`src/rtl/automute_gain_eeprom_boot_cfg_consts.svh`:
```
`ifndef AUTOMUTE_GAIN_EEPROM_BOOT_CFG_CONSTS_SVH
`define AUTOMUTE_GAIN_EEPROM_BOOT_CFG_CONSTS_SVH
// ----------------------------------------
// Register indexes (byte address = 4 * index)
// ----------------------------------------
`define IDX_MUTE_CTRL 8'h50
`define IDX_MUTE_TIME 8'h51
`define IDX_ANA_LOOP 8'h53
`define IDX_GAIN 8'h54
`define IDX_SCK_SEL 8'h55
`define IDX_BOOT_CTRL 8'h56
`define IDX_READ_CMD 8'h57
`define IDX_ADDR_HIGH 8'h58
`define IDX_ADDR_MID 8'h59
`define IDX_ADDR_LOW 8'h5a
`define IDX_BOOT_STAT 8'h5b
// ----------------------------------------
// Reset values
// ----------------------------------------
`define RST_MUTE_CTRL 8'h07
`define RST_READ_CMD 8'h03
`define RST_ZERO 8'h00
// ----------------------------------------
// Field positions
// ----------------------------------------
`define POS_LEFT_TIME 4
`define POS_RIGHT_TIME 0
`define POS_LOOP_BW 5
`define POS_PHASE 0
`define POS_WIDE_ADDR 5
`define POS_SCK_RATE 3
`define POS_EDGE_SEL 2
`define POS_BIT_ORDER 1
`define POS_BOOT_SRC 0
`define POS_MUTE_LINK 2
// ----------------------------------------
// Timing: zero-run lengths in microseconds, converted to samples at 96 kHz
// ----------------------------------------
`define SAMPLE_RATE_HZ 96000
`define ZR_US_0 11500
`define ZR_US_1 53000
`define ZR_US_2 106500
`define ZR_US_3 266500
`define ZR_US_4 535000
`define ZR_US_5 1065000
`define ZR_US_6 2665000
`define ZR_US_7 5330000
`define MCLK_HZ 10000000
`define SCK_HZ_0 1250000
`define SCK_HZ_1 2500000
`define SCK_HZ_2 5000000
`define SCK_HZ_3 10000000
`endif

```
`src/rtl/automute_gain_eeprom_boot_cfg_pkg.sv`:
```
package automute_gain_eeprom_boot_cfg_pkg;
  // Boot master states, one-hot
  typedef enum logic [3:0] {
    ST_IDLE = 4'b0001,
    ST_LAUNCH = 4'b0010,
    ST_SAMPLE = 4'b0100,
    ST_FINISH = 4'b1000
  } boot_state_t;
  // One stereo audio sample
  typedef struct packed {
    logic valid;
    logic [23:0] left;
    logic [23:0] right;
  } stereo_sample_t;
  // Serial master pins toward the boot memory
  typedef struct packed {
    logic sck;
    logic mosi;
    logic cs_n;
  } serial_out_t;
endpackage

```
`src/rtl/automute_gain_eeprom_boot_cfg.sv`:
```
`timescale 1ns/1ps
`default_nettype none
`include "automute_gain_eeprom_boot_cfg_consts.svh"

module automute_gain_eeprom_boot_cfg
  import automute_gain_eeprom_boot_cfg_pkg::*;
#(
  parameter int BOOT_BYTES = 16
) (
  // Clock and reset
  input wire logic mclk,
  input wire logic sys_rst,
  // Wishbone classic slave
  input wire logic wb_cyc_i,
  input wire logic wb_stb_i,
  input wire logic wb_we_i,
  input wire logic [9:0] wb_adr_i,
  input wire logic [3:0] wb_sel_i,
  input wire logic [31:0] wb_dat_i,
  output logic [31:0] wb_dat_o,
  output logic wb_ack_o,
  // Audio samples and mute results
  input wire stereo_sample_t audio_in,
  output logic [1:0] chan_muted,
  // Analog settings
  output logic [7:0] loop_bw_khz,
  output logic pwm_in_phase,
  output logic [4:0] output_attenuation_code,
  output logic coef_from_boot,
  // Serial boot memory pins
  output var serial_out_t boot_pins,
  input wire logic boot_miso,
  // Loaded coefficient bytes
  output logic [7:0] coef_byte,
  output logic coef_byte_valid
);

  // ----------------------------------------
  // Register file
  // ----------------------------------------
  logic [7:0] mute_ctrl_reg, mute_time_reg, ana_loop_reg, gain_reg;
  logic [7:0] sck_sel_reg, boot_ctrl_reg, read_cmd_reg;
  logic [7:0] addr_high_reg, addr_mid_reg, addr_low_reg;
  logic boot_done_reg, crc_fail_reg;
  logic [7:0] idx;
  logic wr_en;
  logic [7:0] rd_next;

  assign idx = wb_adr_i[9:2];
  assign wr_en = wb_cyc_i && wb_stb_i && wb_we_i && !wb_ack_o && wb_sel_i[0];

  // Software writes; only byte lane 0 carries register data
  always_ff @(posedge mclk or posedge sys_rst) begin
    if (sys_rst) begin
      mute_ctrl_reg <= `RST_MUTE_CTRL;
      mute_time_reg <= `RST_ZERO;
      ana_loop_reg <= `RST_ZERO;
      gain_reg <= `RST_ZERO;
      sck_sel_reg <= `RST_ZERO;
      boot_ctrl_reg <= `RST_ZERO;
      read_cmd_reg <= `RST_READ_CMD;
      addr_high_reg <= `RST_ZERO;
      addr_mid_reg <= `RST_ZERO;
      addr_low_reg <= `RST_ZERO;
    end else if (wr_en) begin
      case (idx)
        `IDX_MUTE_CTRL: mute_ctrl_reg <= wb_dat_i[7:0];
        `IDX_MUTE_TIME: mute_time_reg <= wb_dat_i[7:0];
        `IDX_ANA_LOOP: ana_loop_reg <= wb_dat_i[7:0];
        `IDX_GAIN: gain_reg <= wb_dat_i[7:0];
        `IDX_SCK_SEL: sck_sel_reg <= wb_dat_i[7:0];
        `IDX_BOOT_CTRL: boot_ctrl_reg <= wb_dat_i[7:0];
        `IDX_READ_CMD: read_cmd_reg <= wb_dat_i[7:0];
        `IDX_ADDR_HIGH: addr_high_reg <= wb_dat_i[7:0];
        `IDX_ADDR_MID: addr_mid_reg <= wb_dat_i[7:0];
        `IDX_ADDR_LOW: addr_low_reg <= wb_dat_i[7:0];
        default: ;
      endcase
    end
  end

  // Read mux; status is read-only, unmapped reads as zero
  always_comb begin
    case (idx)
      `IDX_MUTE_CTRL: rd_next = mute_ctrl_reg;
      `IDX_MUTE_TIME: rd_next = mute_time_reg;
      `IDX_ANA_LOOP: rd_next = ana_loop_reg;
      `IDX_GAIN: rd_next = gain_reg;
      `IDX_SCK_SEL: rd_next = sck_sel_reg;
      `IDX_BOOT_CTRL: rd_next = boot_ctrl_reg;
      `IDX_READ_CMD: rd_next = read_cmd_reg;
      `IDX_ADDR_HIGH: rd_next = addr_high_reg;
      `IDX_ADDR_MID: rd_next = addr_mid_reg;
      `IDX_ADDR_LOW: rd_next = addr_low_reg;
      `IDX_BOOT_STAT: rd_next = {6'h00, crc_fail_reg, boot_done_reg};
      default: rd_next = 8'h00;
    endcase
  end

  // One wait state: ack one cycle after the strobe, dropped next cycle
  always_ff @(posedge mclk or posedge sys_rst) begin
    if (sys_rst) begin
      wb_ack_o <= 1'b0;
      wb_dat_o <= 32'h0000_0000;
    end else begin
      wb_ack_o <= wb_cyc_i && wb_stb_i && !wb_ack_o;
      wb_dat_o <= {24'h00_0000, rd_next};
    end
  end

  // ----------------------------------------
  // Analog settings decode
  // ----------------------------------------
  logic [1:0] bw_code;
  assign bw_code = ana_loop_reg[`POS_LOOP_BW +: 2];
  // Plain lookup keeps the odd ordering of codes explicit
  always_comb begin
    case (bw_code)
      2'h0: loop_bw_khz = 8'h64;
      2'h1: loop_bw_khz = 8'h50;
      2'h2: loop_bw_khz = 8'h78;
      default: loop_bw_khz = 8'haf;
    endcase
  end
  assign pwm_in_phase = ana_loop_reg[`POS_PHASE];
  assign output_attenuation_code = gain_reg[4:0];
  assign coef_from_boot = boot_ctrl_reg[`POS_BOOT_SRC];

  // ----------------------------------------
  // Auto-mute zero-run detection
  // ----------------------------------------
  function automatic logic [18:0] zero_run_samples(input logic [2:0] code);
    // Sample counts at the reference rate; other rates count the same
    case (code)
      3'h0: zero_run_samples = 19'(`ZR_US_0 * `SAMPLE_RATE_HZ / 1000000);
      // Product exceeds 32 bits from code 1 up, so widen before multiplying
      3'h1: zero_run_samples = 19'(64'(`ZR_US_1) * `SAMPLE_RATE_HZ / 1000000);
      3'h2: zero_run_samples = 19'(64'(`ZR_US_2) * `SAMPLE_RATE_HZ / 1000000);
      3'h3: zero_run_samples = 19'(64'(`ZR_US_3) * `SAMPLE_RATE_HZ / 1000000);
      3'h4: zero_run_samples = 19'(64'(`ZR_US_4) * `SAMPLE_RATE_HZ / 1000000);
      3'h5: zero_run_samples = 19'(64'(`ZR_US_5) * `SAMPLE_RATE_HZ / 1000000);
      3'h6: zero_run_samples = 19'(64'(`ZR_US_6) * `SAMPLE_RATE_HZ / 1000000);
      default: zero_run_samples = 19'(64'(`ZR_US_7) * `SAMPLE_RATE_HZ / 1000000);
    endcase
  endfunction

  logic [1:0] reached;
  logic [1:0] chan_en;
  logic link_mute;
  assign chan_en = mute_ctrl_reg[1:0];
  assign link_mute = mute_ctrl_reg[`POS_MUTE_LINK];

  genvar ch;
  generate
    for (ch = 0; ch < 2; ch++) begin : g_chan
      logic [18:0] zcnt_reg, zcnt_next, limit;
      logic [2:0] code;
      logic is_zero;
      assign code = (ch == 0) ? mute_time_reg[`POS_LEFT_TIME +: 3]
                              : mute_time_reg[`POS_RIGHT_TIME +: 3];
      assign limit = zero_run_samples(code);
      assign is_zero = (ch == 0) ? (audio_in.left == 24'h00_0000)
                                 : (audio_in.right == 24'h00_0000);
      // Counter saturates so a long silence cannot wrap to unmute
      always_comb begin
        zcnt_next = zcnt_reg;
        if (audio_in.valid) begin
          if (!is_zero) begin
            zcnt_next = 19'h0_0000;
          end else if (zcnt_reg < limit) begin
            zcnt_next = zcnt_reg + 19'h0_0001;
          end
        end
      end
      always_ff @(posedge mclk or posedge sys_rst) begin
        if (sys_rst) begin
          zcnt_reg <= 19'h0_0000;
        end else begin
          zcnt_reg <= zcnt_next;
        end
      end
      assign reached[ch] = (zcnt_next >= limit);
    end
  endgenerate

  // Registered mute; decided from next counts so a non-zero sample unmutes at once
  always_ff @(posedge mclk or posedge sys_rst) begin
    if (sys_rst) begin
      chan_muted <= 2'b00;
    end else if (link_mute) begin
      chan_muted <= chan_en & {2{&reached}};
    end else begin
      chan_muted <= chan_en & reached;
    end
  end

  // ----------------------------------------
  // Serial boot master
  // ----------------------------------------
  localparam logic [3:0] HALF0 = 4'(`MCLK_HZ / (2 * `SCK_HZ_0));
  localparam logic [3:0] HALF1 = 4'(`MCLK_HZ / (2 * `SCK_HZ_1));
  localparam logic [3:0] HALF2 = 4'(`MCLK_HZ / (2 * `SCK_HZ_2));
  // Fastest rate cannot be reached from one clock; one cycle per half is the floor
  localparam logic [3:0] HALF3 = 4'h1;

  boot_state_t state_reg;
  logic [3:0] half_len, div_reg;
  logic tick;
  logic [2:0] bit_reg;
  logic [7:0] byte_reg, hdr_len, last_idx, tx_byte, rx_sh_reg, rx_byte;
  logic [7:0] crc_reg;
  logic miso_meta, miso_sync, src_q, start_req;
  logic wide, edge_idle, lsb_first;

  assign wide = boot_ctrl_reg[`POS_WIDE_ADDR];
  assign edge_idle = boot_ctrl_reg[`POS_EDGE_SEL];
  assign lsb_first = boot_ctrl_reg[`POS_BIT_ORDER];
  assign hdr_len = wide ? 8'h04 : 8'h03;
  assign last_idx = hdr_len + 8'(BOOT_BYTES);
  assign start_req = coef_from_boot && !src_q;

  // Clock rate selection
  always_comb begin
    case (boot_ctrl_reg[`POS_SCK_RATE +: 2])
      2'h0: half_len = HALF0;
      2'h1: half_len = HALF1;
      2'h2: half_len = HALF2;
      default: half_len = HALF3;
    endcase
  end

  // Header bytes: command, then address high (wide only), middle, low
  always_comb begin
    tx_byte = 8'h00;
    if (byte_reg == 8'h00) begin
      tx_byte = read_cmd_reg;
    end else if (wide && byte_reg == 8'h01) begin
      tx_byte = addr_high_reg;
    end else if (byte_reg == hdr_len - 8'h02) begin
      tx_byte = addr_mid_reg;
    end else if (byte_reg == hdr_len - 8'h01) begin
      tx_byte = addr_low_reg;
    end
  end

  // Incoming bit lands at the top or bottom per bit order
  assign rx_byte = lsb_first ? {miso_sync, rx_sh_reg[7:1]}
                             : {rx_sh_reg[6:0], miso_sync};

  // Pin synchroniser and start edge detect
  always_ff @(posedge mclk or posedge sys_rst) begin
    if (sys_rst) begin
      miso_meta <= 1'b0;
      miso_sync <= 1'b0;
      src_q <= 1'b0;
    end else begin
      miso_meta <= boot_miso;
      miso_sync <= miso_meta;
      src_q <= coef_from_boot;
    end
  end

  // Half-period divider; produces one-cycle enable pulses
  assign tick = (div_reg == 4'h0);
  always_ff @(posedge mclk or posedge sys_rst) begin
    if (sys_rst) begin
      div_reg <= 4'h0;
    end else if (state_reg == ST_IDLE || tick) begin
      div_reg <= half_len - 4'h1;
    end else begin
      div_reg <= div_reg - 4'h1;
    end
  end

  // Transfer engine: launch half changes data, sample half reads it
  always_ff @(posedge mclk or posedge sys_rst) begin
    if (sys_rst) begin
      state_reg <= ST_IDLE;
      boot_pins <= '{sck: 1'b0, mosi: 1'b0, cs_n: 1'b1};
      bit_reg <= 3'h0;
      byte_reg <= 8'h00;
      rx_sh_reg <= 8'h00;
    end else begin
      case (state_reg)
        ST_IDLE: begin
          boot_pins.sck <= edge_idle;
          boot_pins.cs_n <= 1'b1;
          if (start_req) begin
            state_reg <= ST_LAUNCH;
            boot_pins.cs_n <= 1'b0;
            bit_reg <= 3'h0;
            byte_reg <= 8'h00;
          end
        end
        ST_LAUNCH: begin
          if (tick) begin
            boot_pins.sck <= !edge_idle;
            boot_pins.mosi <= lsb_first ? tx_byte[bit_reg]
                                        : tx_byte[3'h7 - bit_reg];
            state_reg <= ST_SAMPLE;
          end
        end
        ST_SAMPLE: begin
          if (tick) begin
            boot_pins.sck <= edge_idle;
            rx_sh_reg <= rx_byte;
            bit_reg <= bit_reg + 3'h1;
            state_reg <= ST_LAUNCH;
            if (bit_reg == 3'h7) begin
              byte_reg <= byte_reg + 8'h01;
              if (byte_reg == last_idx) begin
                state_reg <= ST_FINISH;
              end
            end
          end
        end
        ST_FINISH: begin
          boot_pins.cs_n <= 1'b1;
          boot_pins.sck <= edge_idle;
          state_reg <= ST_IDLE;
        end
        default: state_reg <= ST_IDLE;
      endcase
    end
  end

  // ----------------------------------------
  // Received data, CRC-8 (poly 0x07) and boot status
  // ----------------------------------------
  function automatic logic [7:0] crc8(input logic [7:0] c, input logic [7:0] d);
    logic [7:0] r;
    r = c ^ d;
    for (int i = 0; i < 8; i++) begin
      r = r[7] ? {r[6:0], 1'b0} ^ 8'h07 : {r[6:0], 1'b0};
    end
    crc8 = r;
  endfunction

  logic byte_end;
  assign byte_end = (state_reg == ST_SAMPLE) && tick && (bit_reg == 3'h7);

  always_ff @(posedge mclk or posedge sys_rst) begin
    if (sys_rst) begin
      coef_byte <= 8'h00;
      coef_byte_valid <= 1'b0;
      crc_reg <= 8'h00;
      crc_fail_reg <= 1'b0;
      boot_done_reg <= 1'b0;
    end else begin
      coef_byte_valid <= 1'b0;
      if (start_req && state_reg == ST_IDLE) begin
        crc_reg <= 8'h00;
        boot_done_reg <= 1'b0;
        crc_fail_reg <= 1'b0;
      end
      if (byte_end && byte_reg >= hdr_len && byte_reg < last_idx) begin
        coef_byte <= rx_byte;
        coef_byte_valid <= 1'b1;
        crc_reg <= crc8(crc_reg, rx_byte);
      end
      if (byte_end && byte_reg == last_idx) begin
        crc_fail_reg <= (rx_byte != crc_reg);
      end
      if (state_reg == ST_FINISH) begin
        boot_done_reg <= 1'b1;
      end
    end
  end
endmodule // automute_gain_eeprom_boot_cfg
`default_nettype wire

```
`config.mk`:
```
export PLATFORM = sky130hd
export DESIGN_NAME = automute_gain_eeprom_boot_cfg
export DESIGN_NICKNAME = d
export VERILOG_FILES = /design/src/rtl/automute_gain_eeprom_boot_cfg_pkg.sv /design/src/rtl/automute_gain_eeprom_boot_cfg.sv
export VERILOG_INCLUDE_DIRS = /design/src /design/src/rtl
export SDC_FILE = /design/constraint.sdc
export NUM_CORES = 1
export LEC_CHECK = 0
export BUFFER_PORTS_ARGS = -buffer_cell sky130_fd_sc_hd__clkbuf_2
export CAP_MARGIN = 15
export CORE_MARGIN = 1.5
export CORE_UTILIZATION = 35
export CTS_CLUSTER_DIAMETER = 30
export DETAILED_ROUTE_END_ITERATION = 10
export GPL_TIMING_DRIVEN = 0
export PLACE_DENSITY = 0.59
export SLEW_MARGIN = 20
export SYNTH_ARGS = -nofsm -noshare
export SYNTH_HDL_FRONTEND = slang
export SYNTH_SLANG_ARGS = --single-unit
export TNS_END_PERCENT = 5
```
`constraint.sdc`:
```
create_clock -name mclk -period 10.58 [get_ports mclk]
set_input_delay 1.587 -clock mclk [delete_from_list [all_inputs] [get_ports mclk]]
set_output_delay 1.587 -clock mclk [all_outputs]
set_load 0.02 [all_outputs]
```
# ---- Word level (Yosys, flattened, before mapping)
# Index checks and enable logic that the tools add are counted.
dict set report word_totals {
  regBits 181
  input_bits 101
  word_cells 205
  out_inout_bits 62
}
dict set report classes {
  n_mux 56
  reduce_logical 49
  magnitude_cmp 8
  n_addsub 10
  bitwise 11
  eq_ne 40
}
# cell n
set ops {}
lappend ops {{case mux 19 bit (7 select lines)} 2}
lappend ops {{two-way mux 19 bit} 6}
lappend ops {{== test 8 x 7 -> 1 bit (second input constant)} 11}
lappend ops {{case mux 8 bit (11 select lines)} 1}
lappend ops {{two-way mux 8 bit} 10}
lappend ops {{logical NOT 24 bit} 2}
lappend ops {{adder 19 x 1 -> 19 bit (second input constant)} 2}
lappend ops {{>= comparator 19 bit} 2}
lappend ops {{< comparator 19 bit} 2}
lappend ops {{two-way mux 3 bit} 11}
lappend ops {{AND reduction 2 bit} 13}
lappend ops {{two-way mux 4 bit} 6}
lappend ops {{NOT 3 bit} 8}
lappend ops {{case mux 8 bit (3 select lines)} 1}
lappend ops {{== test 3 bit (second input constant)} 7}
lappend ops {{== test 8 bit} 2}
lappend ops {{case mux 8 bit (2 select lines)} 1}
lappend ops {{logical AND 1 bit} 13}
lappend ops {{== test 3 x 2 -> 1 bit (second input constant)} 4}
lappend ops {{case mux 3 bit (2 select lines)} 2}
lappend ops {{case mux 4 bit (3 select lines)} 1}
lappend ops {{nonzero test 2 bit} 5}
lappend ops {{two-way mux 1 bit} 9}
lappend ops {{AND reduction 3 bit} 3}
lappend ops {{36 further kinds} 50}

# ---- Depth between registers and ports, before layout
# Gate-level depths: netlist of the first run.
dict set report depth {
  depth_word 19
  depth_mapped 26
  depth_no_buf 25
}

# ---- Worst setup path after synthesis of the first run
# No wires, ideal clock.
dict set report synth_timing {
  path_type {reg2reg}
  start {register mute_time_reg[2]}
  end {register chan_muted[0]}
  path_stages_with_launch 25
  setup_ps 119
  required_time_ps 10461
  synth_period_minus_slack_ps 4973
  t_arrival_ps 4854
  slack_ps 5607
  n_path_buf 2
  cell_sequence {dfrtp_1 -> clkbuf_1 -> clkbuf_1 -> nand3_1 -> ha_1 -> nand4_1 -> nor3_1 -> nor4_1 -> o21ai_0 -> nand2_1 -> nand3_1 -> nor4_1 -> nand3_1 -> xor2_1 -> nor2_1 -> ha_1 -> nand4_1 -> nor2_1 -> and2_1 -> nor3b_1 -> o211ai_1 -> o31ai_1 -> a31o_2 -> maj3_1 -> o21a_1}
}
dict set report synth_via {
  elab_chain_cells 10
  word_cells_on_any_way 16
  cone_classes {2 x order compare; 6 x eq/ne; 5 x mux; 1 x bitwise; 2 x reduce/logical}
}
# element line_no
set synth_rtl {}
lappend synth_rtl {{start, declared} automute_gain_eeprom_boot_cfg.sv:41} ;# logic [7:0] mute_ctrl_reg, mute_time_reg, ana_loop_reg, gain_reg;
lappend synth_rtl {{start signal, assigned} automute_gain_eeprom_boot_cfg.sv:56} ;# mute_time_reg <= `RST_ZERO;
lappend synth_rtl {{start signal, assigned} automute_gain_eeprom_boot_cfg.sv:68} ;# `IDX_MUTE_TIME: mute_time_reg <= wb_dat_i[7:0];
lappend synth_rtl {{== test 3 bit (tied with other cells)} automute_gain_eeprom_boot_cfg.sv:134} ;# case (code)
lappend synth_rtl {{case mux 19 bit (7 select lines) *} automute_gain_eeprom_boot_cfg.sv:134}
lappend synth_rtl {{< comparator 19 bit *} automute_gain_eeprom_boot_cfg.sv:170} ;# end else if (zcnt_reg < limit) begin
lappend synth_rtl {{two-way mux 19 bit *} automute_gain_eeprom_boot_cfg.sv:170}
lappend synth_rtl {{two-way mux 19 bit *} automute_gain_eeprom_boot_cfg.sv:168} ;# if (!is_zero) begin
lappend synth_rtl {{two-way mux 19 bit *} automute_gain_eeprom_boot_cfg.sv:167} ;# if (audio_in.valid) begin
lappend synth_rtl {{via g_chan[1].zcnt_next[18]} automute_gain_eeprom_boot_cfg.sv:156} ;# logic [18:0] zcnt_reg, zcnt_next, limit;
lappend synth_rtl {{>= comparator 19 bit *} automute_gain_eeprom_boot_cfg.sv:182} ;# assign reached[ch] = (zcnt_next >= limit);
lappend synth_rtl {{AND reduction 2 bit *} automute_gain_eeprom_boot_cfg.sv:191} ;# chan_muted <= chan_en & {2{&reached}};
lappend synth_rtl {{AND 2 bit *} automute_gain_eeprom_boot_cfg.sv:191}
lappend synth_rtl {{two-way mux 2 bit *} automute_gain_eeprom_boot_cfg.sv:190} ;# end else if (link_mute) begin
lappend synth_rtl {{end signal, assigned} automute_gain_eeprom_boot_cfg.sv:191}
lappend synth_rtl {{end signal, assigned} automute_gain_eeprom_boot_cfg.sv:193} ;# chan_muted <= chan_en & reached;
lappend synth_rtl {{end, declared} automute_gain_eeprom_boot_cfg.sv:24} ;# output logic [1:0] chan_muted,
# The timed path passes the listed nets; every way through them passes the cells marked *.
# A chain may end at the register's enable or synchronous reset.

# ---- Worst setup path after layout of the first run
# Ends and elaborated chain as after synthesis.

==> results of run 1 <==
-- through the flow --
stage	hold WS [ns]	utilization, %	cell area (sq um)
after floorplan	0.331	-	11200
after global placement	0.374	38.9	12200
after detailed placement	0.369	39.0	12300
after CTS	0.383	40.9	12900
after global routing	0.389	40.9	12900
final	0.379	40.9	12900
-- path summary, 6_finish.rpt --
kind / start / endpoint / depth (start not counted)
max: mute_time_reg[2] / chan_muted[0] / 24
min: miso_meta / miso_sync / 0
max reg2reg: mute_time_reg[2] / chan_muted[0] / 24
min reg2reg: miso_meta / miso_sync / 0
max in group asynchronous: sys_rst / state_reg[0] / 3
min in group asynchronous: sys_rst / coef_byte[4] / 2
-- Yosys cell counts, types with 19 or more instances --
master / n / area (sq um)
sky130_fd_sc_hd__dfrtp_1: 174 / 4350
sky130_fd_sc_hd__nand2_1: 114 / 428
sky130_fd_sc_hd__mux2_2: 87 / 980
sky130_fd_sc_hd__nor2_1: 81 / 304
sky130_fd_sc_hd__ha_1: 69 / 863
sky130_fd_sc_hd__o21ai_0: 61 / 305
sky130_fd_sc_hd__nand3_1: 52 / 260
sky130_fd_sc_hd__a21oi_1: 41 / 205
sky130_fd_sc_hd__clkbuf_1: 39 / 146
sky130_fd_sc_hd__inv_1: 35 / 131
sky130_fd_sc_hd__xor2_1: 33 / 289
sky130_fd_sc_hd__buf_4: 31 / 233
sky130_fd_sc_hd__xnor2_1: 24 / 210
sky130_fd_sc_hd__nor4_1: 23 / 144
sky130_fd_sc_hd__nand4_1: 19 / 119
-- power groups by stage --
stage / sequential [uW] / combinational [uW] / clock [uW]
3_3_place_gp: 711 / 84.7 / 0
4_1_cts: 697 / 87.2 / 671
5_1_grt: 698 / 95.3 / 696
3_5_place_dp: 711 / 86.9 / 0
2_1_floorplan: 711 / 54.9 / 0
6_report: 698 / 85.8 / 657
-- critical path, delay by kind of cell (launching register included) --
| kind | cells | cell delay (ns) |
|---|---|---|
| AND/OR/NAND/NOR | 13 | 3.13 |
| AO/OA/AOI/OAI | 5 | 1.11 |
| flip-flops | 1 | 0.32 |
| XOR/XNOR | 1 | 0.17 |
| buffers and inverters | 2 | 0.63 |
| adder cells (fa/ha/maj) | 3 | 0.89 |
-- layout by cell type (no fill, tap or decap), drive strengths merged, types with 14 or more instances in the layout --
cell type	Yosys	final
nor4	24	24
a21o	16	16
buf	46	47
ha	69	69
nand2	114	114
inv	35	44
o21ai	61	61
xnor2	24	24
mux2	87	87
xor2	33	33
a21oi	41	41
conb	1	24
clkbuf	39	155
nor2	81	81
nand4	19	19
dfrtp	174	174
nand3	52	52
nor2b	14	14
-- cell families (layout without fill, tap and decap cells) --
| kind of cell | after synthesis | after routing | share of synthesized area (%) |
|---|---|---|---|
| other | 1 | 24 | 0.0336 |
| multiplexers | 113 | 113 | 12.7 |
| AND/OR/NAND/NOR | 373 | 373 | 16.3 |
| buffers and inverters | 120 | 252 | 5.31 |
| AO/OA/AOI/OAI | 212 | 212 | 12.6 |
| flip-flops | 181 | 181 | 40.7 |
| adder cells (fa/ha/maj) | 71 | 71 | 7.91 |
| XOR/XNOR | 57 | 57 | 4.47 |
-- layout make-up --
type	instances	area, sq um
fill	3129	18600
inverter	35	139
clock buffer	17	425
timing repair buffer	100	523
multi-input combinational	850	6120
clock inverter	15	180
buffer	85	462
sequential	181	4540
tap	402	503
-- routing by layer --
| layer | up-vias | global-route usage [%] | part of all wire [%] |
|---|---|---|---|
| met1 | 4425 | 22.0 | 45 |
| met3 | 35 | 2.41 | 3.0 |
| met2 | 191 | 30.2 | 49 |
| li1 | 4315 | - | - |
| met5 | - | 0 | 0 |
| met4 | 0 | 6.03 | 2.3 |
==> results_tabular.tex, run 1 <==
\begin{tabular}{lr}
\hline
Metric & Value \\
\hline
\multicolumn{2}{l}{\textbf{Outcome}} \\
\quad Run status & completed \\
\multicolumn{2}{l}{\textbf{Worst setup path}} \\
\quad Largest incremental delay on the critical path & 0.74 ns \\
\quad Worst R2R Setup Slack & 4.23 ns \\
\quad Category of the worst setup path capture point & flop \\
\quad Peak fanout along the critical path & 10 \\
\quad Ordered cell list for the critical path & clkbuf\_1 -> clkbuf\_1 -> nand3\_1 -> ha\_1 -> nand4\_1 -> nor3\_1 -> nor4\_1 -> o21ai\_0 -> nand2\_1 -> nand3\_1 -> nor4\_1 -> nand3\_1 -> xor2\_1 -> nor2\_1 -> ha\_1 -> nand4\_1 -> nor2\_1 -> and2\_1 -> nor3b\_1 -> o211ai\_1 -> o31ai\_1 -> a31o\_2 -> maj3\_1 -> o21a\_1 \\
\quad Path type of the worst setup path & flop to flop \\
\quad Worst Setup Start Kind & flop \\
\quad Slowest library cell on the worst path & sky130\_fd\_sc\_hd\_\_nor4\_1 \\
\quad Arrival time at the worst endpoint & about 6.7 ns \\
\quad Most common cell type on the critical path & sky130\_fd\_sc\_hd\_\_nand3\_1 \\
\quad Req. time, crit path & 10.97 ns \\
\multicolumn{2}{l}{\textbf{Floorplanning}} \\
\quad Vert. Die Dim & 182 microns \\
\quad Starting density of the core & roughly 35\% \\
\quad Core Footprint & 0.0315 sq mm \\
\quad Die boundary width & between 150 and 200 microns \\
\quad Floorplan row count & 65 \\
\quad Die area & about 0.033 sq mm \\
\quad I/O pin cnt & about 160 \\
\multicolumn{2}{l}{\textbf{Clock network}} \\
\quad CTS tree & yes \\
\quad Clock Sink Count & between 150 and 200 \\
\quad Reg clk slew, reported paths & approximately 0.080 ns \\
\quad Count of instances resized after the clock tree is built & 0 \\
\quad Deepest clock path buffer count & 2 \\
\quad Clock latency reported for the late side of the worst-skew pair & between 0.4 and 0.5 ns \\
\quad Post-CTS setup-driven buffer insertion count & 0 \\
\quad Buffer cell driving the clock tree root & sky130\_fd\_sc\_hd\_\_clkbuf\_16 \\
\quad Hold bufs inserted after CTS & 0 \\
\quad Num CTS Buffers & 17 \\
\quad Deepest level of the CTS H-tree & 4 \\
\multicolumn{2}{l}{\textbf{Power and ir drop}} \\
\quad Combinational Power Share & 6.0\% \\
\quad Power per standard cell area & roughly 110 mW/mm\^{}2 \\
\quad Clock network fraction of design power & between 40\% and 50\% \\
\quad Total power draw & approximately 1400 uW \\
\quad Static Leak & roughly 0.006 uW \\
\quad Part of the power in registers & approximately half \\
\quad VDD IR max & around 0.11 mV \\
\quad Net switching fraction of the power & about a quarter \\
\quad Internal power & around 1100 uW \\
\quad Switching component of the power & 376 uW \\
\multicolumn{2}{l}{\textbf{STA}} \\
\quad Final period utilization & about three fifths \\
\quad Setup-violating endpoint count in the final report & 0 \\
\quad Tightest slew margin relative to the limit & between 40\% and 50\% \\
\quad Fin Clk Skew & between 0.01 and 0.015 ns \\
\quad Pins over their slew limit & 0 \\
\quad Setup repair after global routing missed its margin & false \\
\quad Worst setup slack after layout & around 4.2 ns \\
\quad Hold Vio Cnt, Final & 0 \\
\quad Final period demand of the worst path & $\sim$6.3 ns \\
\quad Highest Clock Rate & about 160 MHz \\
\quad Transition at the pin with the smallest max-transition slack & a little under 0.9 ns \\
\quad Summed negative setup slack over all endpoints & 0 ns \\
\multicolumn{2}{l}{\textbf{Placement}} \\
\quad Count of input and output buffers & 99 \\
\quad Final weighted congestion in routability-driven placement & a little under 0.9 \\
\quad Post-placement cell count & approximately 1,700 \\
\quad HPWL after DPL & approximately 20 mm \\
\quad Worst setup slack before clock tree synthesis & roughly 4.2 ns \\
\multicolumn{2}{l}{\textbf{GRT}} \\
\quad Global-route wire length before repair & 45.9 mm \\
\quad Number of antenna violations at the first check in global routing & 0 \\
\quad Gr usage total & between 10\% and 20\% \\
\quad Maximum number of pins on one net before global-route repair & 94 \\
\quad Overflow left after global routing & 0 \\
\quad Via count of the first global-routing pass & about 9,000 \\
\multicolumn{2}{l}{\textbf{Synth}} \\
\quad Primary flip-flop cell chosen by synthesis mapping & sky130\_fd\_sc\_hd\_\_dfrtp\_1 \\
\quad Average size of a mapped cell & a little under 10 sq um \\
\quad Synth async-reset ratio & 100\% \\
\quad Number of enable-type register cells in the synthesized netlist & 0 \\
\quad Synthesis-stage register bit count & 181 \\
\quad Count of different cell masters after synthesis & 67 \\
\quad Gate count of the mapped netlist & 1,128 \\
\quad Area of the mapped netlist & around 0.011 sq mm \\
\quad Share of synthesized area occupied by flip-flops and latches & about two fifths \\
\quad Total of warnings raised by yosys & 0 \\
\multicolumn{2}{l}{\textbf{Layout}} \\
\quad Final \#Nets & between 1,000 and 1,500 \\
\quad Ratio of cells with drive above 1 in the final layout & approximately 22\% \\
\quad Synthesis-to-layout area growth & 15.5\% \\
\quad Number of flip-flops in the largest register & 38 \\
\quad \# diodes & 0 \\
\quad Final instance count without filler cells & roughly 1,700 \\
\multicolumn{2}{l}{\textbf{Drt}} \\
\quad Iteration-0 DRC count of the detailed router & approximately 490 \\
\quad Routed length per instance & about 16 microns \\
\quad Antenna Violating Nets Remaining & 0 \\
\quad Count of vias placed by the detailed router & between 8,000 and 9,000 \\
\quad Detailed-router iteration count before antenna repair & 5 \\
\quad Ratio of routed vias to standard cells & about 5.3 \\
\quad Number of DRC violations after detailed routing & 0 \\
\quad Wire length after detailed routing & between 20 and 30 mm \\
\multicolumn{2}{l}{\textbf{Job}} \\
\quad Total of max-cap violations & 0 \\
\multicolumn{2}{l}{\textbf{Worst hold path}} \\
\quad Type of the worst min-delay path & flop to flop \\
\hline
\end{tabular}
Note: power is estimated with default switching activity, not from simulation.
==> run 2, diff against run 1 <==
--- a/config.mk
+++ b/config.mk
@@ -13,7 +13,7 @@
 export CTS_CLUSTER_DIAMETER = 30
 export DETAILED_ROUTE_END_ITERATION = 10
 export GPL_TIMING_DRIVEN = 0
-export PLACE_DENSITY = 0.59
+export PLACE_DENSITY = 0.61
 export SLEW_MARGIN = 20
 export SYNTH_ARGS = -nofsm -noshare
 export SYNTH_HDL_FRONTEND = slang
==> constraint.sdc (replaced) <==
create_clock -name mclk -period 5.8 [get_ports mclk]
set_input_delay 0.87 -clock mclk [delete_from_list [all_inputs] [get_ports mclk]]
set_output_delay 0.87 -clock mclk [all_outputs]
set_load 0.02 [all_outputs]
==> results_tabular.tex, run 2 (synthesized netlist as in run 1, its figures left out) <==
\begin{tabular}{lr}
\hline
Metric & Value \\
\hline
\multicolumn{2}{l}{\textbf{Outcome}} \\
\quad Run status & completed \\
\multicolumn{2}{l}{\textbf{Power and ir drop}} \\
\quad Power per standard cell area & 199 mW/mm\^{}2 \\
\quad Static Leak & a little over 0.006 uW \\
\quad VDD IR max & between 0.2 and 0.25 mV \\
\multicolumn{2}{l}{\textbf{Floorplanning}} \\
\quad Floorplan row count & 65 \\
\quad Vert. Die Dim & 182 microns \\
\quad Die boundary width & about 180 microns \\
\quad Core Footprint & approximately 0.031 sq mm \\
\quad I/O pin cnt & around 160 \\
\quad Starting density of the core & 35.5\% \\
\quad Die area & 0.0330 sq mm \\
\multicolumn{2}{l}{\textbf{STA}} \\
\quad Fin Clk Skew & about 0.011 ns \\
\quad Tightest slew margin relative to the limit & between 20 and 30\% \\
\quad Final period demand of the worst path & $\sim$5.5 ns \\
\quad Final period utilization & 95.0\% \\
\quad Pins over their slew limit & 0 \\
\quad Setup-violating endpoint count in the final report & 0 \\
\quad Hold Vio Cnt, Final & 0 \\
\quad Summed negative setup slack over all endpoints & 0 ns \\
\quad Highest Clock Rate & around 180 MHz \\
\quad Transition at the pin with the smallest max-transition slack & about 1.0 ns \\
\multicolumn{2}{l}{\textbf{Worst setup path}} \\
\quad Req. time, crit path & just over 6 ns \\
\quad Path type of the worst setup path & flop to flop \\
\quad Worst Setup Start Kind & flop \\
\quad Peak fanout along the critical path & 10 \\
\quad Category of the worst setup path capture point & flop \\
\quad Arrival time at the worst endpoint & about 6 ns \\
\multicolumn{2}{l}{\textbf{Layout}} \\
\quad Multi-input combinational cell area & slightly above 0.006 sq mm \\
\quad Number of flip-flops in the largest register & 38 \\
\quad Ratio of cells with drive above 1 in the final layout & 23.9\% \\
\quad Core utilization of the finished layout & roughly two fifths \\
\quad Synthesis-to-layout area growth & 16.2\% \\
\quad Most common cell after layout, fill and taps aside & sky130\_fd\_sc\_hd\_\_dfrtp\_1 \\
\quad Total area of sequential cells & around 0.0045 sq mm \\
\quad \# diodes & 0 \\
\quad Fill cell count & slightly above 3,000 \\
\quad Final instance count without filler cells & 1,689 \\
\quad Leading cell types in the layout, fill and taps excluded & sky130\_fd\_sc\_hd\_\_dfrtp\_1 (174), sky130\_fd\_sc\_hd\_\_nand2\_1 (114), sky130\_fd\_sc\_hd\_\_clkbuf\_2 (102), sky130\_fd\_sc\_hd\_\_mux2\_2 (87), sky130\_fd\_sc\_hd\_\_nor2\_1 (79) \\
\quad Final \#Nets & between 1,000 and 1,500 \\
\multicolumn{2}{l}{\textbf{Clock network}} \\
\quad Reg clk slew, reported paths & $\sim$0.08 ns \\
\quad Hold bufs inserted after CTS & 0 \\
\quad Num CTS Buffers & 17 \\
\quad Buffer cell driving the clock tree root & sky130\_fd\_sc\_hd\_\_clkbuf\_16 \\
\quad Clock latency reported for the late side of the worst-skew pair & 0.44 ns \\
\quad Clock Sink Count & 181 \\
\quad Deepest clock path buffer count & 2 \\
\quad CTS tree & yes \\
\quad Deepest level of the CTS H-tree & 4 \\
\multicolumn{2}{l}{\textbf{Placement}} \\
\quad Post-placement cell count & roughly 1,700 \\
\quad Final weighted congestion in routability-driven placement & 0.890 \\
\quad Count of input and output buffers & 99 \\
\quad HPWL after DPL & 20.5 mm \\
\multicolumn{2}{l}{\textbf{Worst hold path}} \\
\quad Type of the worst min-delay path & flop to flop \\
\multicolumn{2}{l}{\textbf{GRT}} \\
\quad Via count of the first global-routing pass & approximately 8,800 \\
\quad Number of antenna violations at the first check in global routing & 0 \\
\quad Overflow left after global routing & 0 \\
\quad Global-route wire length before repair & 44.9 mm \\
\quad Maximum number of pins on one net before global-route repair & 96 \\
\quad Gr usage total & 17.1\% \\
\multicolumn{2}{l}{\textbf{Drt}} \\
\quad Number of DRC violations after detailed routing & 0 \\
\quad Count of vias placed by the detailed router & $\sim$9,000 \\
\quad Wire length after detailed routing & 27.6 mm \\
\quad Antenna Violating Nets Remaining & 0 \\
\quad Detailed-router iteration count before antenna repair & 5 \\
\quad Routed length per instance & roughly 16 microns \\
\quad Ratio of routed vias to standard cells & around 5.3 \\
\quad Iteration-0 DRC count of the detailed router & 450 \\
\multicolumn{2}{l}{\textbf{Job}} \\
\quad Total of max-cap violations & 0 \\
\hline
\end{tabular}
==> run 2: cell types whose count changed in the layout (fill, tap and decap cells not counted), moves of 2 or more <==
cell,delta
sky130_fd_sc_hd__nor4_2,+2
sky130_fd_sc_hd__nor2_2,+2
sky130_fd_sc_hd__nor2_1,-2
sky130_fd_sc_hd__nor4_1,-3
sky130_fd_sc_hd__o21ai_0,-2
sky130_fd_sc_hd__buf_4,+4
sky130_fd_sc_hd__clkbuf_1,-4
sky130_fd_sc_hd__nor3_1,-2
sky130_fd_sc_hd__clkbuf_2,+3
==> run 2: area by class of cell <==
class,count,area share [%]
tap,402,3.88
sequential,181,35.0
inverter,35,1.07
clock inverter,15,1.25
timing repair buffer,104,4.26
multi-input combinational,850,47.7
buffer,85,3.60
clock buffer,17,3.28
==> run 2: worst max-delay path: stages, from the launching register on <==
cell                       delay [ns]
sky130_fd_sc_hd__dfrtp_1         0.43
sky130_fd_sc_hd__buf_2           0.20
sky130_fd_sc_hd__or2_2           0.35
sky130_fd_sc_hd__nand2_1         0.12
sky130_fd_sc_hd__ha_1            0.26
sky130_fd_sc_hd__nand4_1         0.18
sky130_fd_sc_hd__nor3_1          0.10
sky130_fd_sc_hd__nor4_2          0.43
sky130_fd_sc_hd__o21a_1          0.26
sky130_fd_sc_hd__nor2_1          0.11
sky130_fd_sc_hd__or4_4           0.58
sky130_fd_sc_hd__nor2_2          0.17
sky130_fd_sc_hd__nand2_1         0.09
sky130_fd_sc_hd__xor2_1          0.14
sky130_fd_sc_hd__nor2_1          0.16
sky130_fd_sc_hd__ha_1            0.29
sky130_fd_sc_hd__nand4_1         0.10
sky130_fd_sc_hd__nor2_1          0.06
sky130_fd_sc_hd__and2_2          0.23
sky130_fd_sc_hd__nor3b_1         0.15
sky130_fd_sc_hd__o211ai_1        0.07
sky130_fd_sc_hd__o31ai_1         0.10
sky130_fd_sc_hd__a31o_2          0.26
sky130_fd_sc_hd__maj3_1          0.37
sky130_fd_sc_hd__o21a_1          0.18
==> run 2: through the flow <==
step	setup slack, ns	total power [uW]	hold WS (ns)	cell area [sq um]
6_report	0.292	2590	0.382	13000
5_1_grt	-0.0332	2680	0.386	13000
4_1_cts	0.0304	2610	0.389	12900
3_5_place_dp	-0.565	1460	0.375	12300
3_3_place_gp	-2.25	1450	0.366	12200
2_1_floorplan	0.0263	1400	0.331	11200
==> run 2: layer usage <==
metal  up-vias  part of all wire, %  wire length [microns]  GRT usage, %
met1      4393                   45                  12300          21.8
met4         0                  2.4                    654          6.07
met2       243                   49                  13400          29.0
met3        44                  4.3                   1190          2.97
li1       4329                    -                      -             -
met5         -                    0                      0             0
==> run 2: path summary, 6_finish.rpt <==
check | startpoint | endpoint | slack (ns) | cells past startpoint
max | mute_time_reg[0] | chan_muted[0] | 0.29 | 24
min in group asynchronous | sys_rst | coef_byte[6] | 0.54 | 2
min | miso_meta | miso_sync | 0.38 | 0
min reg2reg | miso_meta | miso_sync | 0.38 | 0
max reg2reg | mute_time_reg[0] | chan_muted[0] | 0.29 | 24
max in group asynchronous | sys_rst | read_cmd_reg[1] | 4.35 | 3
==> run 2: what timing repair did <==
action / 4_1_cts / 5_1_grt
pin swaps: 0 / 7
gates resized for setup: 7 / 16
endpoints found under the setup margin: 2 / 2
setup buffers: 0 / 4
==> run 2: power breakdown <==
| part | internal, uW | switching [uW] |
|---|---|---|
| clock | 578 | 578 |
| combinational | 53.4 | 104 |
| sequential | 1270 | 4.67 |
| total | 1900 | 686 |
==> run 3, diff against run 2 <==
--- a/config.mk
+++ b/config.mk
@@ -13,7 +13,8 @@
 export CTS_CLUSTER_DIAMETER = 30
 export DETAILED_ROUTE_END_ITERATION = 10
 export GPL_TIMING_DRIVEN = 0
-export PLACE_DENSITY = 0.61
+export PLACE_DENSITY = 0.59
+export SKIP_LAST_GASP = 1
 export SLEW_MARGIN = 20
 export SYNTH_ARGS = -nofsm -noshare
 export SYNTH_HDL_FRONTEND = slang
==> constraint.sdc (replaced) <==
create_clock -name mclk -period 6.5 [get_ports mclk]
set_input_delay 0.975 -clock mclk [delete_from_list [all_inputs] [get_ports mclk]]
set_output_delay 0.975 -clock mclk [all_outputs]
set_load 0.02 [all_outputs]
==> results_tabular.tex, run 3 (synthesized netlist as in run 1, its figures left out) <==
\begin{tabular}{lr}
\hline
Metric & Value \\
\hline
\multicolumn{2}{l}{\textbf{Drt}} \\
\quad Iteration-0 DRC count of the detailed router & $\sim$500 \\
\quad Ratio of routed vias to standard cells & roughly 5.3 \\
\quad Wire length after detailed routing & $\sim$28 mm \\
\quad Number of DRC violations after detailed routing & 0 \\
\quad Antenna Violating Nets Remaining & 0 \\
\quad Count of vias placed by the detailed router & just under 9,000 \\
\quad Detailed-router iteration count before antenna repair & 5 \\
\quad Routed length per instance & 16.4 microns \\
\multicolumn{2}{l}{\textbf{Clock network}} \\
\quad Deepest level of the CTS H-tree & 4 \\
\quad Count of instances resized after the clock tree is built & 0 \\
\quad Post-CTS setup-driven buffer insertion count & 0 \\
\quad Clock Sink Count & 181 \\
\quad Clock latency reported for the late side of the worst-skew pair & $\sim$0.45 ns \\
\quad Buffer cell driving the clock tree root & sky130\_fd\_sc\_hd\_\_clkbuf\_16 \\
\quad Reg clk slew, reported paths & about 0.080 ns \\
\quad Hold bufs inserted after CTS & 0 \\
\quad Num CTS Buffers & 17 \\
\quad CTS tree & yes \\
\quad Deepest clock path buffer count & 2 \\
\multicolumn{2}{l}{\textbf{Power and ir drop}} \\
\quad Clock network fraction of design power & between 40 and 50\% \\
\quad Part of the power in registers & between 40\% and 50\% \\
\quad VDD IR max & approximately 0.18 mV \\
\quad Total power draw & 2340 uW \\
\quad Combinational Power Share & under 10\% \\
\quad Power per standard cell area & 181 mW/mm\^{}2 \\
\quad Static Leak & between 0.006 and 0.007 uW \\
\quad Internal power & roughly 1700 uW \\
\quad Net switching fraction of the power & between 20\% and 30\% \\
\quad Switching component of the power & between 600 and 700 uW \\
\multicolumn{2}{l}{\textbf{Worst setup path}} \\
\quad Arrival time at the worst endpoint & 6.20 ns \\
\quad Slowest library cell on the worst path & sky130\_fd\_sc\_hd\_\_or4\_1 \\
\quad Largest incremental delay on the critical path & between 0.4 and 0.5 ns \\
\quad Cell family contributing the most delay on the critical path & compound AO/OA/AOI/OAI gates \\
\quad Peak fanout along the critical path & 10 \\
\quad Path type of the worst setup path & flop to flop \\
\quad Worst Setup Start Kind & flop \\
\quad Category of the worst setup path capture point & flop \\
\quad Ordered cell list for the critical path & clkbuf\_1 -> inv\_1 -> o2bb2ai\_1 -> ha\_1 -> or4\_1 -> a221oi\_1 -> o21bai\_1 -> nor3\_2 -> nand4\_1 -> nor2\_2 -> nand2\_1 -> xor2\_1 -> nor2\_1 -> ha\_1 -> a21o\_1 -> a21o\_1 -> a21o\_1 -> a21o\_1 -> a21oi\_1 -> nor2b\_1 -> o21ai\_0 -> o211ai\_1 -> o21ai\_0 -> a21oi\_1 \\
\quad Most common cell type on the critical path & sky130\_fd\_sc\_hd\_\_a21o\_1 \\
\quad Critical path buffer and inverter count & 2 \\
\quad Req. time, crit path & between 6 and 7 ns \\
\multicolumn{2}{l}{\textbf{Floorplanning}} \\
\quad Starting density of the core & a little over a third \\
\quad Floorplan row count & 65 \\
\quad Die area & roughly 0.033 sq mm \\
\quad I/O pin cnt & around 160 \\
\quad Die boundary width & roughly 180 microns \\
\quad Core Footprint & 0.0315 sq mm \\
\quad Vert. Die Dim & about 180 microns \\
\multicolumn{2}{l}{\textbf{Job}} \\
\quad Total of max-cap violations & 0 \\
\multicolumn{2}{l}{\textbf{Layout}} \\
\quad Number of flip-flops in the largest register & 38 \\
\quad Synthesis-to-layout area growth & 15.8\% \\
\quad Leading cell types in the layout, fill and taps excluded & sky130\_fd\_sc\_hd\_\_dfrtp\_1 (174), sky130\_fd\_sc\_hd\_\_nand2\_1 (114), sky130\_fd\_sc\_hd\_\_clkbuf\_2 (100), sky130\_fd\_sc\_hd\_\_mux2\_2 (87), sky130\_fd\_sc\_hd\_\_nor2\_1 (80) \\
\quad Finished Cell Area & approximately 0.013 sq mm \\
\quad Final instance count without filler cells & $\sim$1,700 \\
\quad \# diodes & 0 \\
\quad Most common cell after layout, fill and taps aside & sky130\_fd\_sc\_hd\_\_dfrtp\_1 \\
\quad Ratio of cells with drive above 1 in the final layout & a little under a quarter \\
\quad Final \#Nets & around 1,400 \\
\multicolumn{2}{l}{\textbf{STA}} \\
\quad Pins over their slew limit & 0 \\
\quad Transition at the pin with the smallest max-transition slack & 0.891 ns \\
\quad Final period utilization & about nine tenths \\
\quad Worst hold-check slack & $\sim$0.38 ns \\
\quad Tightest slew margin relative to the limit & 40.1\% \\
\quad Fin Clk Skew & roughly 0.013 ns \\
\quad Summed negative setup slack over all endpoints & 0 ns \\
\quad Setup repair after global routing missed its margin & false \\
\quad Hold Vio Cnt, Final & 0 \\
\quad Highest Clock Rate & between 150 and 200 MHz \\
\quad Final period demand of the worst path & slightly below 6 ns \\
\quad Setup-violating endpoint count in the final report & 0 \\
\multicolumn{2}{l}{\textbf{Placement}} \\
\quad Post-placement cell count & 1,653 \\
\quad Final weighted congestion in routability-driven placement & slightly below 0.9 \\
\quad HPWL after DPL & approximately 20 mm \\
\quad Placement Cell Area & roughly 0.012 sq mm \\
\quad Count of input and output buffers & between 90 and 100 \\
\multicolumn{2}{l}{\textbf{GRT}} \\
\quad Number of antenna violations at the first check in global routing & 0 \\
\quad Via count of the first global-routing pass & around 9,000 \\
\quad Maximum number of pins on one net before global-route repair & 94 \\
\quad Global-route wire length before repair & between 40 and 50 mm \\
\quad Overflow left after global routing & 0 \\
\quad Gr usage total & between 10\% and 20\% \\
\multicolumn{2}{l}{\textbf{Outcome}} \\
\quad Run status & completed \\
\multicolumn{2}{l}{\textbf{Worst hold path}} \\
\quad Type of the worst min-delay path & flop to flop \\
\hline
\end{tabular}
[run 3: cell types whose count changed in the layout (fill, tap and decap cells not counted), moves of 2 or more]
cell                       previous run  this run
sky130_fd_sc_hd__buf_4               35        31
sky130_fd_sc_hd__clkbuf_2           102       100
sky130_fd_sc_hd__o21ai_0             59        61
sky130_fd_sc_hd__clkbuf_1            35        38
[run 3: final timing paths]
path / startpoint / endpoint / slack (ns) / cells after the start
max in group asynchronous: sys_rst / state_reg[0] / 4.96 / 3
worst min register to register: miso_meta / miso_sync / 0.38 / 0
worst max register to register: mute_time_reg[6] / chan_muted[1] / 0.63 / 24
worst min-delay path: miso_meta / miso_sync / 0.38 / 0
min in group asynchronous: sys_rst / coef_byte[4] / 0.62 / 2
worst max-delay path: mute_time_reg[6] / chan_muted[1] / 0.63 / 24
[run 3: cell type report]
cell class	count	area, sq um
fill	3128	18600
multi-input combinational	850	6150
timing repair buffer	100	523
inverter	35	139
sequential	181	4540
clock buffer	17	425
clock inverter	15	180
tap	402	503
buffer	85	463
[run 3: power by group through the flow]
stage / registers (uW) / logic (uW) / clock network [uW]
after floorplan: 1160 / 89.4 / 0
after global placement: 1160 / 138 / 0
after detailed placement: 1160 / 142 / 0
after CTS: 1140 / 142 / 1090
after global routing: 1140 / 155 / 1130
final: 1140 / 140 / 1070
[run 3: metal layers]
metal  vias to the layer above  wire, microns  track usage, %
met4                         0            679            6.03
met1                      4373          12400            22.0
li1                       4320              -               -
met3                        39            908            2.41
met5                         -              0               0
met2                       191          13600            30.2
[run 3: through the flow]
step                      utilization (%)  setup WS [ns]
after floorplan                         -          0.621
after global placement               38.9          -1.72
after detailed placement             39.0          0.131
after CTS                            40.9          0.127
after global routing                 41.1         0.0750
final                                41.1          0.635
